===== config.mk =====
export PLATFORM = sky130hd
export DESIGN_NAME = cpu_clock_mode_selector
export DESIGN_NICKNAME = d
export VERILOG_FILES = /design/src/shared/clk_sel_pkg.sv /design/src/rtl/cpu_clock_mode_selector.sv /design/src/rtl/osc_watchdog.sv
export SDC_FILE = /design/constraint.sdc
export NUM_CORES = 1
export LEC_CHECK = 0
export ABC_AREA = 1
export BUFFER_PORTS_ARGS = -buffer_cell sky130_fd_sc_hd__buf_2
export CAP_MARGIN = 20
export CORE_ASPECT_RATIO = 0.5
export CORE_UTILIZATION = 30
export CTS_CLUSTER_DIAMETER = 100
export DETAILED_ROUTE_END_ITERATION = 10
export SLEW_MARGIN = 40
export SYNTH_ARGS = -nofsm -noshare
export SYNTH_HDL_FRONTEND = slang
export SYNTH_SLANG_ARGS = --single-unit

===== constraint.sdc =====
create_clock -name clk -period 1.35 [get_ports clk]
set_input_delay 0.135 -clock clk [delete_from_list [all_inputs] [get_ports clk]]
set_output_delay 0.135 -clock clk [all_outputs]
set_load 0.05 [all_outputs]

===== src/shared/clk_sel_pkg.sv =====
// Operation
// - Clock mechanism chosen from select pins during reset
// - PLL factors: 111x4 110x3 101x8 100x5 010x10 000x16
// - Code 011: PLL off only if disable set, amplifier bypassed, direct
// - Direct: half periods follow input duty cycle
// - Code 001: divide-by-two prescaler from oscillator
// - Prescaler: each phase lasts one input period
// - Non-PLL modes: PLL free-runs unless disable set
// - Both CPU clock edges trigger operations
// - Amplifier active except direct drive
// - Watchdog enabled after reset, disable bit stops it
// - Counter counts PLL clocks, cleared by input edges
// - Overflow: switch to PLL clock, flag, stay
package clk_sel_pkg;
    localparam logic [2:0] SEL_X4 = 3'h7;
    localparam logic [2:0] SEL_X3 = 3'h6;
    localparam logic [2:0] SEL_X8 = 3'h5;
    localparam logic [2:0] SEL_X5 = 3'h4;
    localparam logic [2:0] SEL_DIRECT = 3'h3;
    localparam logic [2:0] SEL_X10 = 3'h2;
    localparam logic [2:0] SEL_PRESC = 3'h1;
    localparam logic [2:0] SEL_X16 = 3'h0;
    localparam logic [2:0] SEL_RESET = SEL_X4;

    localparam logic [4:0] FACTOR_X1 = 5'h01;
    localparam logic [4:0] FACTOR_X3 = 5'h03;
    localparam logic [4:0] FACTOR_X4 = 5'h04;
    localparam logic [4:0] FACTOR_X5 = 5'h05;
    localparam logic [4:0] FACTOR_X8 = 5'h08;
    localparam logic [4:0] FACTOR_X10 = 5'h0A;
    localparam logic [4:0] FACTOR_X16 = 5'h10;
    // Zero factor stands for the divide-by-two prescaler
    localparam logic [4:0] FACTOR_DIV2 = 5'h00;

    localparam int CLK_PERIOD_NS = 10;
    localparam int PLL_FREE_HALF_NS = 40;
    localparam int PLL_FREE_HALF_CYC = (PLL_FREE_HALF_NS + CLK_PERIOD_NS - 1) / CLK_PERIOD_NS;
    localparam int OWD_OVERFLOW_CYC = 16;

    typedef enum logic [1:0] {
        SRC_PLL = 2'h0,
        SRC_PRESC = 2'h1,
        SRC_DIRECT = 2'h3,
        SRC_FAILSAFE = 2'h2
    } clk_src_t;

    typedef struct packed {
        logic pll_enable;
        logic osc_amp_enable;
        logic ext_clk_accept;
        logic [4:0] pll_factor;
    } clk_cfg_t;
endpackage


===== src/rtl/cpu_clock_mode_selector.sv =====
`timescale 1ns/1ps
`default_nettype none
module cpu_clock_mode_selector #(
    parameter int PLL_HALF = clk_sel_pkg::PLL_FREE_HALF_CYC,
    parameter int OWD_OVERFLOW = clk_sel_pkg::OWD_OVERFLOW_CYC
) (
    // Clock and reset
    input wire logic clk,
    input wire logic rst_n,
    // Straps and input clock
    input wire logic [2:0] clock_select_pins,
    input wire logic crystal_input_pin,
    // Software control
    input wire logic osc_watchdog_disable,
    // CPU clock and status
    output logic cpu_clk_ff,
    output logic cpu_edge_ff,
    output clk_sel_pkg::clk_cfg_t cfg_ff,
    output logic owd_irq_ff,
    output logic clk_fail_ff
);
    ////////////////////////////////////////////////////////////////////////
    logic rst_meta_ff;
    logic rst_sync_ff;

    always_ff @(posedge clk or negedge rst_n)
    begin
        if (!rst_n)
        begin
            rst_meta_ff <= 1'b0;
            rst_sync_ff <= 1'b0;
        end
        else
        begin
            rst_meta_ff <= 1'b1;
            rst_sync_ff <= rst_meta_ff;
        end
    end

    ////////////////////////////////////////////////////////////////////////
    // Strap capture; no async reset so the pins can be sampled in reset
    logic [2:0] sel_ff;
    logic [2:0] nxt_sel;

    always_comb
    begin
        nxt_sel = sel_ff;
        if (!rst_sync_ff)
        begin
            nxt_sel = clock_select_pins;
        end
    end

    always_ff @(posedge clk)
    begin
        sel_ff <= nxt_sel;
    end

    ////////////////////////////////////////////////////////////////////////
    clk_sel_pkg::clk_src_t src_ff;
    clk_sel_pkg::clk_src_t nxt_src;
    clk_sel_pkg::clk_cfg_t nxt_cfg;
    logic owd_overflow;
    logic nxt_fail;
    logic nxt_irq;

    always_comb
    begin
        nxt_fail = clk_fail_ff || owd_overflow;
        nxt_irq = owd_overflow && !clk_fail_ff;
        if (nxt_fail)
        begin
            nxt_src = clk_sel_pkg::SRC_FAILSAFE;
        end
        else
        begin
            case (sel_ff)
                clk_sel_pkg::SEL_DIRECT: nxt_src = clk_sel_pkg::SRC_DIRECT;
                clk_sel_pkg::SEL_PRESC: nxt_src = clk_sel_pkg::SRC_PRESC;
                default: nxt_src = clk_sel_pkg::SRC_PLL;
            endcase
        end
        nxt_cfg.osc_amp_enable = (nxt_src != clk_sel_pkg::SRC_DIRECT);
        nxt_cfg.ext_clk_accept = (nxt_src == clk_sel_pkg::SRC_DIRECT);
        // Free-running PLL feeds the watchdog in non-PLL modes
        nxt_cfg.pll_enable = (nxt_src == clk_sel_pkg::SRC_PLL)
            || (nxt_src == clk_sel_pkg::SRC_FAILSAFE) || !osc_watchdog_disable;
        case (sel_ff)
            clk_sel_pkg::SEL_X4: nxt_cfg.pll_factor = clk_sel_pkg::FACTOR_X4;
            clk_sel_pkg::SEL_X3: nxt_cfg.pll_factor = clk_sel_pkg::FACTOR_X3;
            clk_sel_pkg::SEL_X8: nxt_cfg.pll_factor = clk_sel_pkg::FACTOR_X8;
            clk_sel_pkg::SEL_X5: nxt_cfg.pll_factor = clk_sel_pkg::FACTOR_X5;
            clk_sel_pkg::SEL_X10: nxt_cfg.pll_factor = clk_sel_pkg::FACTOR_X10;
            clk_sel_pkg::SEL_X16: nxt_cfg.pll_factor = clk_sel_pkg::FACTOR_X16;
            clk_sel_pkg::SEL_PRESC: nxt_cfg.pll_factor = clk_sel_pkg::FACTOR_DIV2;
            default: nxt_cfg.pll_factor = clk_sel_pkg::FACTOR_X1;
        endcase
    end

    ////////////////////////////////////////////////////////////////////////
    // Free-running PLL stand-in: fixed half period, not locked to input
    logic [7:0] pll_div_ff;
    logic [7:0] nxt_pll_div;
    logic pll_clk_ff;
    logic nxt_pll_clk;
    logic pll_tick;
    logic xtal_q_ff;
    logic xtal_edge;
    logic xtal_rise;
    logic nxt_cpu_clk;

    assign xtal_edge = crystal_input_pin ^ xtal_q_ff;
    assign xtal_rise = crystal_input_pin && !xtal_q_ff;
    assign pll_tick = cfg_ff.pll_enable && !pll_clk_ff && (pll_div_ff == 8'(PLL_HALF - 1));

    always_comb
    begin
        nxt_pll_div = 8'h00;
        nxt_pll_clk = 1'b0;
        if (cfg_ff.pll_enable)
        begin
            nxt_pll_clk = pll_clk_ff;
            nxt_pll_div = pll_div_ff + 8'h01;
            if (pll_div_ff == 8'(PLL_HALF - 1))
            begin
                nxt_pll_div = 8'h00;
                nxt_pll_clk = !pll_clk_ff;
            end
        end
        case (src_ff)
            clk_sel_pkg::SRC_DIRECT: nxt_cpu_clk = crystal_input_pin;
            clk_sel_pkg::SRC_PRESC: nxt_cpu_clk = cpu_clk_ff ^ xtal_rise;
            clk_sel_pkg::SRC_PLL: nxt_cpu_clk = pll_clk_ff;
            clk_sel_pkg::SRC_FAILSAFE: nxt_cpu_clk = pll_clk_ff;
            default: nxt_cpu_clk = 1'b0;
        endcase
    end

    osc_watchdog #(
        .OVERFLOW(OWD_OVERFLOW)
    ) u_owd (
        .clk(clk),
        .rst_n(rst_sync_ff),
        .enable(!osc_watchdog_disable && ((src_ff == clk_sel_pkg::SRC_PRESC)
            || (src_ff == clk_sel_pkg::SRC_DIRECT))),
        .pll_tick(pll_tick),
        .xtal_edge(xtal_edge),
        .overflow_ff(owd_overflow)
    );

    always_ff @(posedge clk or negedge rst_sync_ff)
    begin
        if (!rst_sync_ff)
        begin
            src_ff <= clk_sel_pkg::SRC_PLL;
            cfg_ff <= '0;
            pll_div_ff <= 8'h00;
            pll_clk_ff <= 1'b0;
            xtal_q_ff <= 1'b0;
            cpu_clk_ff <= 1'b0;
            cpu_edge_ff <= 1'b0;
            owd_irq_ff <= 1'b0;
            clk_fail_ff <= 1'b0;
        end
        else
        begin
            src_ff <= nxt_src;
            cfg_ff <= nxt_cfg;
            pll_div_ff <= nxt_pll_div;
            pll_clk_ff <= nxt_pll_clk;
            xtal_q_ff <= crystal_input_pin;
            cpu_clk_ff <= nxt_cpu_clk;
            cpu_edge_ff <= nxt_cpu_clk ^ cpu_clk_ff;
            owd_irq_ff <= nxt_irq;
            clk_fail_ff <= nxt_fail;
        end
    end
endmodule
`default_nettype wire


===== src/rtl/osc_watchdog.sv =====
`timescale 1ns/1ps
`default_nettype none
module osc_watchdog #(
    parameter int OVERFLOW = clk_sel_pkg::OWD_OVERFLOW_CYC
) (
    // Clock and reset
    input wire logic clk,
    input wire logic rst_n,
    // Events
    input wire logic enable,
    input wire logic pll_tick,
    input wire logic xtal_edge,
    // Failure pulse
    output logic overflow_ff
);
    logic [5:0] count_ff;
    logic [5:0] nxt_count;
    logic nxt_overflow;

    always_comb
    begin
        nxt_count = count_ff;
        nxt_overflow = 1'b0;
        // Input edge wins over a PLL tick in the same cycle
        if (!enable || xtal_edge)
        begin
            nxt_count = 6'h00;
        end
        else if (pll_tick)
        begin
            if (count_ff == 6'(OVERFLOW - 1))
            begin
                nxt_count = 6'h00;
                nxt_overflow = 1'b1;
            end
            else
            begin
                nxt_count = count_ff + 6'h01;
            end
        end
    end

    always_ff @(posedge clk or negedge rst_n)
    begin
        if (!rst_n)
        begin
            count_ff <= 6'h00;
            overflow_ff <= 1'b0;
        end
        else
        begin
            count_ff <= nxt_count;
            overflow_ff <= nxt_overflow;
        end
    end
endmodule
`default_nettype wire


==> metrics.yaml, run 1 <==
detailed_routing:
  avgRoutedWirePerCell_um: 9.85
  num_vias: 1132
  drc: 0
  dr.pass1.iters: 4
  drt_iter0_drc: 34
  final_antenna_net_count: 0
  viasPerCell: 4.19
  routed_wl_mm: 2.66
sta:
  post-route-period-util: 0.974
  setup_viol: 0
  hold_viol: 0
  skew_ps: 9.48
  layout_min_cycle_time_ps: 1310
  worst_slack_ps: 35.4
  slew_violations: 0
  rsz0062_at_grt: "yes"
  max_freq_ghz: 0.761
logic_synthesis:
  synth-edff-count: 3
  synth_top_area_frac: 0.525
  yosysUniqueCellTypes: 25
  syn_inst: 167
  synth_area_um2: 1570
  ys_ff_latch: 36
  seq_area_frac_synth: 0.582
  ys_warn_count: 0
  mappedNetlistNets: 178
  synth.area.top_cells: "dfrtp_1, nand2_1, edfxtp_1"
  ys.flop_type: "dfrtp_1"
  ys_async_sr_fraction: 0.917
  yosys.area.top_type: "dfrtp_1"
  syn_avg_cell_area_um2: 9.42
finish:
  multi_input_area_um2: 577
  register_area_um2: 918
  final_cell_mix: "nand2_1, dfrtp_1, inv_1"
  final_layout_size_suffix_gt1_frac: 0.235
  n_fill_cell: 477
  layout_commonest_cell: "nand2_1"
  area_growth_pct: 20.8
  nNetsFinal: 210
  antenna_cells: 0
floorplanning:
  io_pins: 19
  dieArea_um2: 5550
  fp.dieH_um: 53.2
  fp.dieW_um: 104
  rows: 18
  core_um2: 4980
  start_util: 0.316
place:
  pre_cts_slack_ps: 38.4
  place_congestion: 0.794
  dp_hpwl_mm: 1.97
  io_buffers: 18
setup_path:
  start_kind: "flop"
  cp-end-kind: "flop"
  slowest_delay_ps: 400
  cp.required_ps: 1510
  cp.arrival_ps: 1480
  r2r-end: "u_owd.count_ff[1]$_DFFE_PN0P_"
  critPathMaxFanout: 6
  reg2reg_setup_slack_ps: 40
  worstSetupPathType: "reg -> reg"
  reg2reg_depth: 8
  cpMaxStageDelayCell: "dfrtp_1"
  crit_chain: "ha_2, nand2_2, nor2_4, nand2_4, nor2_8, nor2_4, nand2_1, nand2_1"
  worstReg2RegStart: "pll_div_ff[0]$_DFF_PN0_"
grt:
  grt_pass1_vias: 979
  grt_pass1_wl_mm: 4.33
  grt-ovfl-total: 0
  grt_max_degree: 32
  antenna_found_initial: 0
  grt_use_total: 0.103
flow_run:
  maxCapViolCount: 0
power:
  leakagePower_nw: 0.991
  irDropWorstVdd_mv: 0.343
  totalPowerFinal_mw: 1.95
  p_per_area_nw_per_um2: 1020
clocking:
  clk_pin_slew_worst_paths_ps: 80
  clockBufferDepth: 2
  cts_tree: "done"
  clock_latency_ps: 280
  numCtsBuffers: 5
  cts_num_sinks: 36
  root_buffer: "clkbuf_8"
  h-tree-depth: 2
hold_path:
  min_from: "clock_select_pins[2]"
  hold_path_depth: 1
  min_to: "sel_ff[2]$_DFFE_PN_"
  min_path_type: "in -> reg"
status:
  status: "finished, final reports clean"
-- state kept, by name (all words and copies together) (netlist names) --
name,cells
cfg_ff,8
clk_fail_ff,1
cpu_clk_ff,1
cpu_edge_ff,1
owd_irq_ff,1
pll_clk_ff,1
pll_div_ff,8
rst_meta_ff,1
rst_sync_ff,1
sel_ff,3
src_ff,2
u_owd.count_ff,6
u_owd.overflow_ff,1
xtal_q_ff,1
-- synthesized netlist by cell type (all sizes together) (3+ instances only) --
cell type / count
ha: 4
xor2: 3
nand3: 16
nor2: 22
dfrtp: 33
nand2: 43
inv: 24
nand4: 4
nor3: 4
edfxtp: 3
a21oi: 4
-- final cells by class --
type                       instances  share of cell area
multi-input combinational        107               0.303
tap                               70              0.0461
clock buffer                       6              0.0382
clock inverter                     2             0.00592
inverter                          25              0.0494
timing repair buffer              24              0.0737
sequential                        36               0.483
-- worst max path at each step --
| stage | from | to | slack (ps) | cells past startpoint |
|---|---|---|---|---|
| 2_1_floorplan | xtal_q_ff$_DFF_PN0_ | u_owd.count_ff[5]$_DFFE_PN0P_ | 150 | 8 |
| 5_1_grt | pll_div_ff[0]$_DFF_PN0_ | u_owd.count_ff[1]$_DFFE_PN0P_ | -60 | 8 |
| 3_3_place_gp | pll_div_ff[0]$_DFF_PN0_ | u_owd.count_ff[5]$_DFFE_PN0P_ | 100 | 8 |
| 6_report | pll_div_ff[0]$_DFF_PN0_ | u_owd.count_ff[1]$_DFFE_PN0P_ | 40 | 8 |
| 3_5_place_dp | pll_div_ff[0]$_DFF_PN0_ | u_owd.count_ff[3]$_DFFE_PN0P_ | 40 | 8 |
| 4_1_cts | pll_div_ff[0]$_DFF_PN0_ | u_owd.count_ff[5]$_DFFE_PN0P_ | 10 | 8 |
-- report_power, final --
part,switching [mW],total [mW],internal [mW]
registers,0.00933,1.12,1.11
logic,0.0718,0.0973,0.0256
clock network,0.371,0.729,0.358
-- cell families (layout without fill, tap and decap cells) --
group                      Yosys count  in the layout  synth area share
and+or+nand+nor                     91             92             0.282
DFF                                 36             36             0.582
buffers and inverters               25             57            0.0597
AOI/OAI and AO/OA                    7              7            0.0255
adders and majority gates            4              4            0.0318
xor gates and xnor gates             3              3            0.0167
other                                1              1           0.00238
-- layer usage --
metal | up-vias | share of wire | wire length, um | global-route usage
li1 | 586 | - | - | -
met1 | 533 | 0.51 | 1370 | 0.131
met2 | 11 | 0.46 | 1210 | 0.159
met3 | 2 | 0.023 | 62 | 0.0419
met4 | 0 | 0.0071 | 19 | 0.0405
met5 | - | 0 | 0 | 0
-- through the flow --
step	utilization	cell area, um2	setup TNS [ps]	hold WS (ps)	std cells
floorplan	-	1580	0	-161	167
global placement	0.358	1780	0	-62.0	259
detailed placement	0.358	1780	0	-62.5	259
CTS	0.379	1890	0	18.6	269
global route	0.382	1900	-283	4.65	270
finish	0.382	1900	0	28.9	270
-- worst max-delay path: cells and delay by family, from the launching register on --
kind          cells  cell delay (ps)
fa+ha+maj         1              210
flops             1              400
simple gates      7              580
-- repair_timing --
action,in CTS,in global routing
hold buffers,2,0
buffers inserted,0,0
resized for setup,0,1
endpoints found under the setup margin,0,8
hold endpoints to repair,3,0
Note: power is estimated with default switching activity, not from simulation.
==> run 2, diff against run 1 <==
Settings changed: CORE_UTILIZATION 30 to 56, CTS_CLUSTER_DIAMETER 100 to 150, PLACE_DENSITY from default to 0.77.
==> metrics.yaml, run 2 (same netlist as run 1, synthesis figures left out) <==
power:
  leakagePower_nw: 1.01
  totalPowerFinal_mw: 2.12
  p_per_area_nw_per_um2: 1100
  irDropWorstVdd_mv: 0.811
clocking:
  clk_pin_slew_worst_paths_ps: 70
  numCtsBuffers: 5
  root_buffer: "clkbuf_8"
  cts_tree: "done"
  h-tree-depth: 2
  cts_num_sinks: 36
  clockBufferDepth: 2
  clock_latency_ps: 290
detailed_routing:
  avgRoutedWirePerCell_um: 11.9
  drc: 0
  num_vias: 1203
  routed_wl_mm: 2.85
  drt_iter0_drc: 52
  final_antenna_net_count: 0
  viasPerCell: 5.03
  dr.pass1.iters: 4
sta:
  worst_slack_ps: 31.5
  layout_min_cycle_time_ps: 1320
  post-route-period-util: 0.977
  tns_ps: 0
  rsz0062_at_grt: "yes"
  max_freq_ghz: 0.758
  slew_violations: 0
  setup_viol: 0
  skew_ps: 4.41
  hold_viol: 0
floorplanning:
  io_pins: 19
  fp.dieH_um: 39.5
  core_um2: 2640
  dieArea_um2: 3040
  rows: 13
  start_util: 0.597
  fp.dieW_um: 76.9
place:
  dp_hpwl_mm: 1.92
  pre_cts_slack_ps: -12.5
  dpl_cell_area_um2: 1730
  io_buffers: 18
  place_congestion: 0.866
grt:
  grt_pass1_wl_mm: 4.35
  grt-ovfl-total: 0
  grt_max_degree: 32
  grt_use_total: 0.204
  antenna_found_initial: 0
  grt_pass1_vias: 1063
finish:
  register_area_um2: 918
  post-route-cell-area_um2: 1920
  nNetsFinal: 212
  top_regs: "cfg_ff x8, pll_div_ff x8, u_owd.count_ff x6"
  layout_commonest_cell: "nand2_1"
  antenna_cells: 0
  n_fill_cell: 210
  final_util: 0.728
  multi_input_area_um2: 598
  final_cell_mix: "nand2_1, dfrtp_1, inv_1"
  final_layout_size_suffix_gt1_frac: 0.267
  area_growth_pct: 22.0
status:
  status: "finished, final reports clean"
setup_path:
  slowest_delay_ps: 370
  cpMostUsedCell: "nand2_2"
  worstSetupPathType: "reg -> reg"
  crit_chain: "ha_2, nand2_2, nor2_4, nand2_4, nor2_8, nor2_4, nand2_2, nand2_2"
  cp.required_ps: 1530
  crit_buf_inv: 0
  cpMaxStageDelayCell: "dfrtp_1"
  cp.arrival_ps: 1500
  cp-end-kind: "flop"
  critPathMaxFanout: 6
  cp_top_family: "simple AND/OR/NAND/NOR gates"
  start_kind: "flop"
hold_path:
  min_path_type: "in -> reg"
flow_run:
  maxCapViolCount: 0
-- run 2: cell type report --
cell class | instances | area share
clock inverters | 3 | 0.0196
repair buffers | 26 | 0.0809
multi-input cells | 107 | 0.312
well taps | 37 | 0.0241
flip-flops and latches | 36 | 0.479
inverters | 25 | 0.0489
clock buffers | 5 | 0.0359
-- run 2: path summary, 6_finish.rpt --
path,start,cells after the start,slack (ps),end
setup reg to reg,pll_div_ff[0]$_DFF_PN0_,8,30,u_owd.count_ff[2]$_DFFE_PN0P_
hold reg to reg,rst_sync_ff$_DFF_PN0_,1,290,u_owd.count_ff[0]$_DFFE_PN0P_
max in group asynchronous,rst_sync_ff$_DFF_PN0_,1,760,cfg_ff[7]$_DFF_PN0_
min in group asynchronous,rst_n,2,150,rst_sync_ff$_DFF_PN0_
hold / removal,clock_select_pins[2],1,20,sel_ff[2]$_DFFE_PN_
setup / recovery,pll_div_ff[0]$_DFF_PN0_,8,30,u_owd.count_ff[2]$_DFFE_PN0P_
-- run 2: power breakdown --
group | internal (mW) | switching, mW | total, mW
Combinational | 0.0256 | 0.0711 | 0.0967
Sequential | 1.11 | 0.00900 | 1.12
Clock | 0.537 | 0.364 | 0.902
-- run 2: what timing repair did --
| action | 4_1_cts | 5_1_grt |
|---|---|---|
| pin swaps | 0 | 7 |
| endpoints found under the hold margin | 3 | 0 |
| setup buffers | 2 | 1 |
| resized for setup | 1 | 6 |
| gates cloned | 0 | 1 |
| endpoints found under the setup margin | 6 | 7 |
| hold buffers | 2 | 0 |
-- run 2: layer usage --
metal / GRT usage / up-vias / routed length (um)
met2: 0.364 / 24 / 1380
met1: 0.229 / 575 / 1300
met5: 0 / - / 0
met4: 0.111 / 0 / 48
li1: - / 597 / -
met3: 0.0651 / 7 / 113
-- run 2: metrics by stage --
step | cells | hold WS, ps
after floorplan | 167 | -161
after CTS | 237 | 16.5
after global routing | 239 | 8.70
final | 239 | 22.3
after detailed placement | 225 | -79.2
after global placement | 225 | -80.3
==> run 3, diff against run 2 <==
Settings changed: GPL_TIMING_DRIVEN from default to 1, MAX_ROUTING_LAYER from default to met4, SKIP_CTS_REPAIR_TIMING from default to 1.
==> metrics.yaml, run 3 (same netlist as run 1, synthesis figures left out) <==
finish:
  layout_commonest_cell: "nand2_1"
  final_util: 0.713
  finalNonFillerCells: 236
  final_cell_mix: "nand2_1, dfrtp_1, inv_1"
  antenna_cells: 0
  top_regs: "cfg_ff x8, pll_div_ff x8, u_owd.count_ff x6"
  register_area_um2: 918
  area_growth_pct: 19.5
  nNetsFinal: 209
  final_layout_size_suffix_gt1_frac: 0.241
  multi_input_area_um2: 582
  n_fill_cell: 219
floorplanning:
  dieArea_um2: 3040
  fp.dieW_um: 76.9
  fp.dieH_um: 39.5
  rows: 13
  core_um2: 2640
  start_util: 0.597
  io_pins: 19
detailed_routing:
  num_vias: 1171
  drt_iter0_drc: 29
  routed_wl_mm: 2.80
  final_antenna_net_count: 0
  avgRoutedWirePerCell_um: 11.9
  drc: 0
  dr.pass1.iters: 4
  viasPerCell: 4.96
setup_path:
  cp.required_ps: 1530
  worstSetupPathType: "reg -> reg"
  cp.arrival_ps: 1560
  worstReg2RegStart: "pll_div_ff[0]$_DFF_PN0_"
  r2r-end: "u_owd.count_ff[1]$_DFFE_PN0P_"
  cp-end-kind: "flop"
  start_kind: "flop"
  crit_end: "u_owd.count_ff[1]$_DFFE_PN0P_"
  reg2reg_setup_slack_ps: -30
  reg2reg_depth: 8
  critPathMaxFanout: 6
  startpoint: "pll_div_ff[0]$_DFF_PN0_"
power:
  irDropWorstVdd_mv: 0.808
  p_per_area_nw_per_um2: 1130
  totalPowerFinal_mw: 2.12
  leakagePower_nw: 1.00
sta:
  setup_viol: 6
  layout_min_cycle_time_ps: 1380
  slew_violations: 0
  max_freq_ghz: 0.725
  rsz0062_at_grt: "yes"
  worst_slack_ps: -29.6
  post-route-period-util: 1.02
  hold_viol: 0
  skew_ps: 7.59
clocking:
  root_buffer: "clkbuf_8"
  clk_pin_slew_worst_paths_ps: 70
  cts_tree: "done"
  numCtsBuffers: 5
  clock_latency_ps: 290
  h-tree-depth: 2
  cts_num_sinks: 36
  clockBufferDepth: 2
grt:
  grt_pass1_wl_mm: 4.33
  grt-ovfl-total: 0
  antenna_found_initial: 0
  grt_use_total: 0.209
  grt_max_degree: 32
  grt_pass1_vias: 1047
status:
  violations: "setup timing"
  status: "finished, violations left"
place:
  place_inst: 225
  io_buffers: 18
  dp_hpwl_mm: 1.92
  place_congestion: 0.880
hold_path:
  min_path_type: "in -> reg"
flow_run:
  maxCapViolCount: 0
run 3: area by class of cell:
cell class | instances | area share
flip-flops and latches | 36 | 0.489
well taps | 37 | 0.0246
multi-input cells | 107 | 0.310
clock inverters | 3 | 0.0200
clock buffers | 5 | 0.0366
repair buffers | 23 | 0.0706
inverters | 25 | 0.0499
run 3: metrics by stage:
stage               TNS (ps)  instance area, um2  setup slack (ps)  hold WS (ps)
CTS                     -190                1840             -44.5          -387
finish                  -117                1880             -29.6          23.5
floorplan                  0                1580               146          -161
detailed placement     -12.5                1730             -12.5         -79.2
global placement           0                1730              81.3         -80.3
global route            -435                1880             -79.2          8.71
run 3: worst min path at each step:
stage / start / to / slack [ps] / depth (start not counted)
finish: clock_select_pins[2] / sel_ff[2]$_DFFE_PN_ / 20 / 1
CTS: rst_n / rst_sync_ff$_DFF_PN0_ / -390 / 1
global route: clock_select_pins[1] / sel_ff[1]$_DFFE_PN_ / 9 / 1
global placement: rst_n / rst_meta_ff$_DFF_PN0_ / -80 / 1
detailed placement: rst_n / rst_meta_ff$_DFF_PN0_ / -80 / 1
floorplan: rst_n / rst_meta_ff$_DFF_PN0_ / -160 / 0
run 3: per-layer routing:
layer | up-vias | share of wire | global-route usage | routed length (um)
li1 | 591 | - | - | -
met1 | 553 | 0.47 | 0.232 | 1300
met2 | 18 | 0.48 | 0.357 | 1330
met3 | 9 | 0.036 | 0.0651 | 100
met4 | 0 | 0.023 | 0.111 | 64
met5 | - | 0 | - | 0
run 3: worst max-delay path: stages (launching register included):
cell	delay, ps
dfrtp_1	410
ha_2	230
nand2_2	80
nor2_4	100
nand2_4	90
nor2_8	170
nor2_4	80
nand2_1	70
nand2_1	50
run 3: power by group:
| group | total [mW] | internal [mW] | switching [mW] |
|---|---|---|---|
| clock | 0.907 | 0.537 | 0.369 |
| sequential | 1.12 | 1.11 | 0.00861 |
| combinational | 0.0973 | 0.0256 | 0.0717 |
| total | 2.12 | 1.67 | 0.450 |
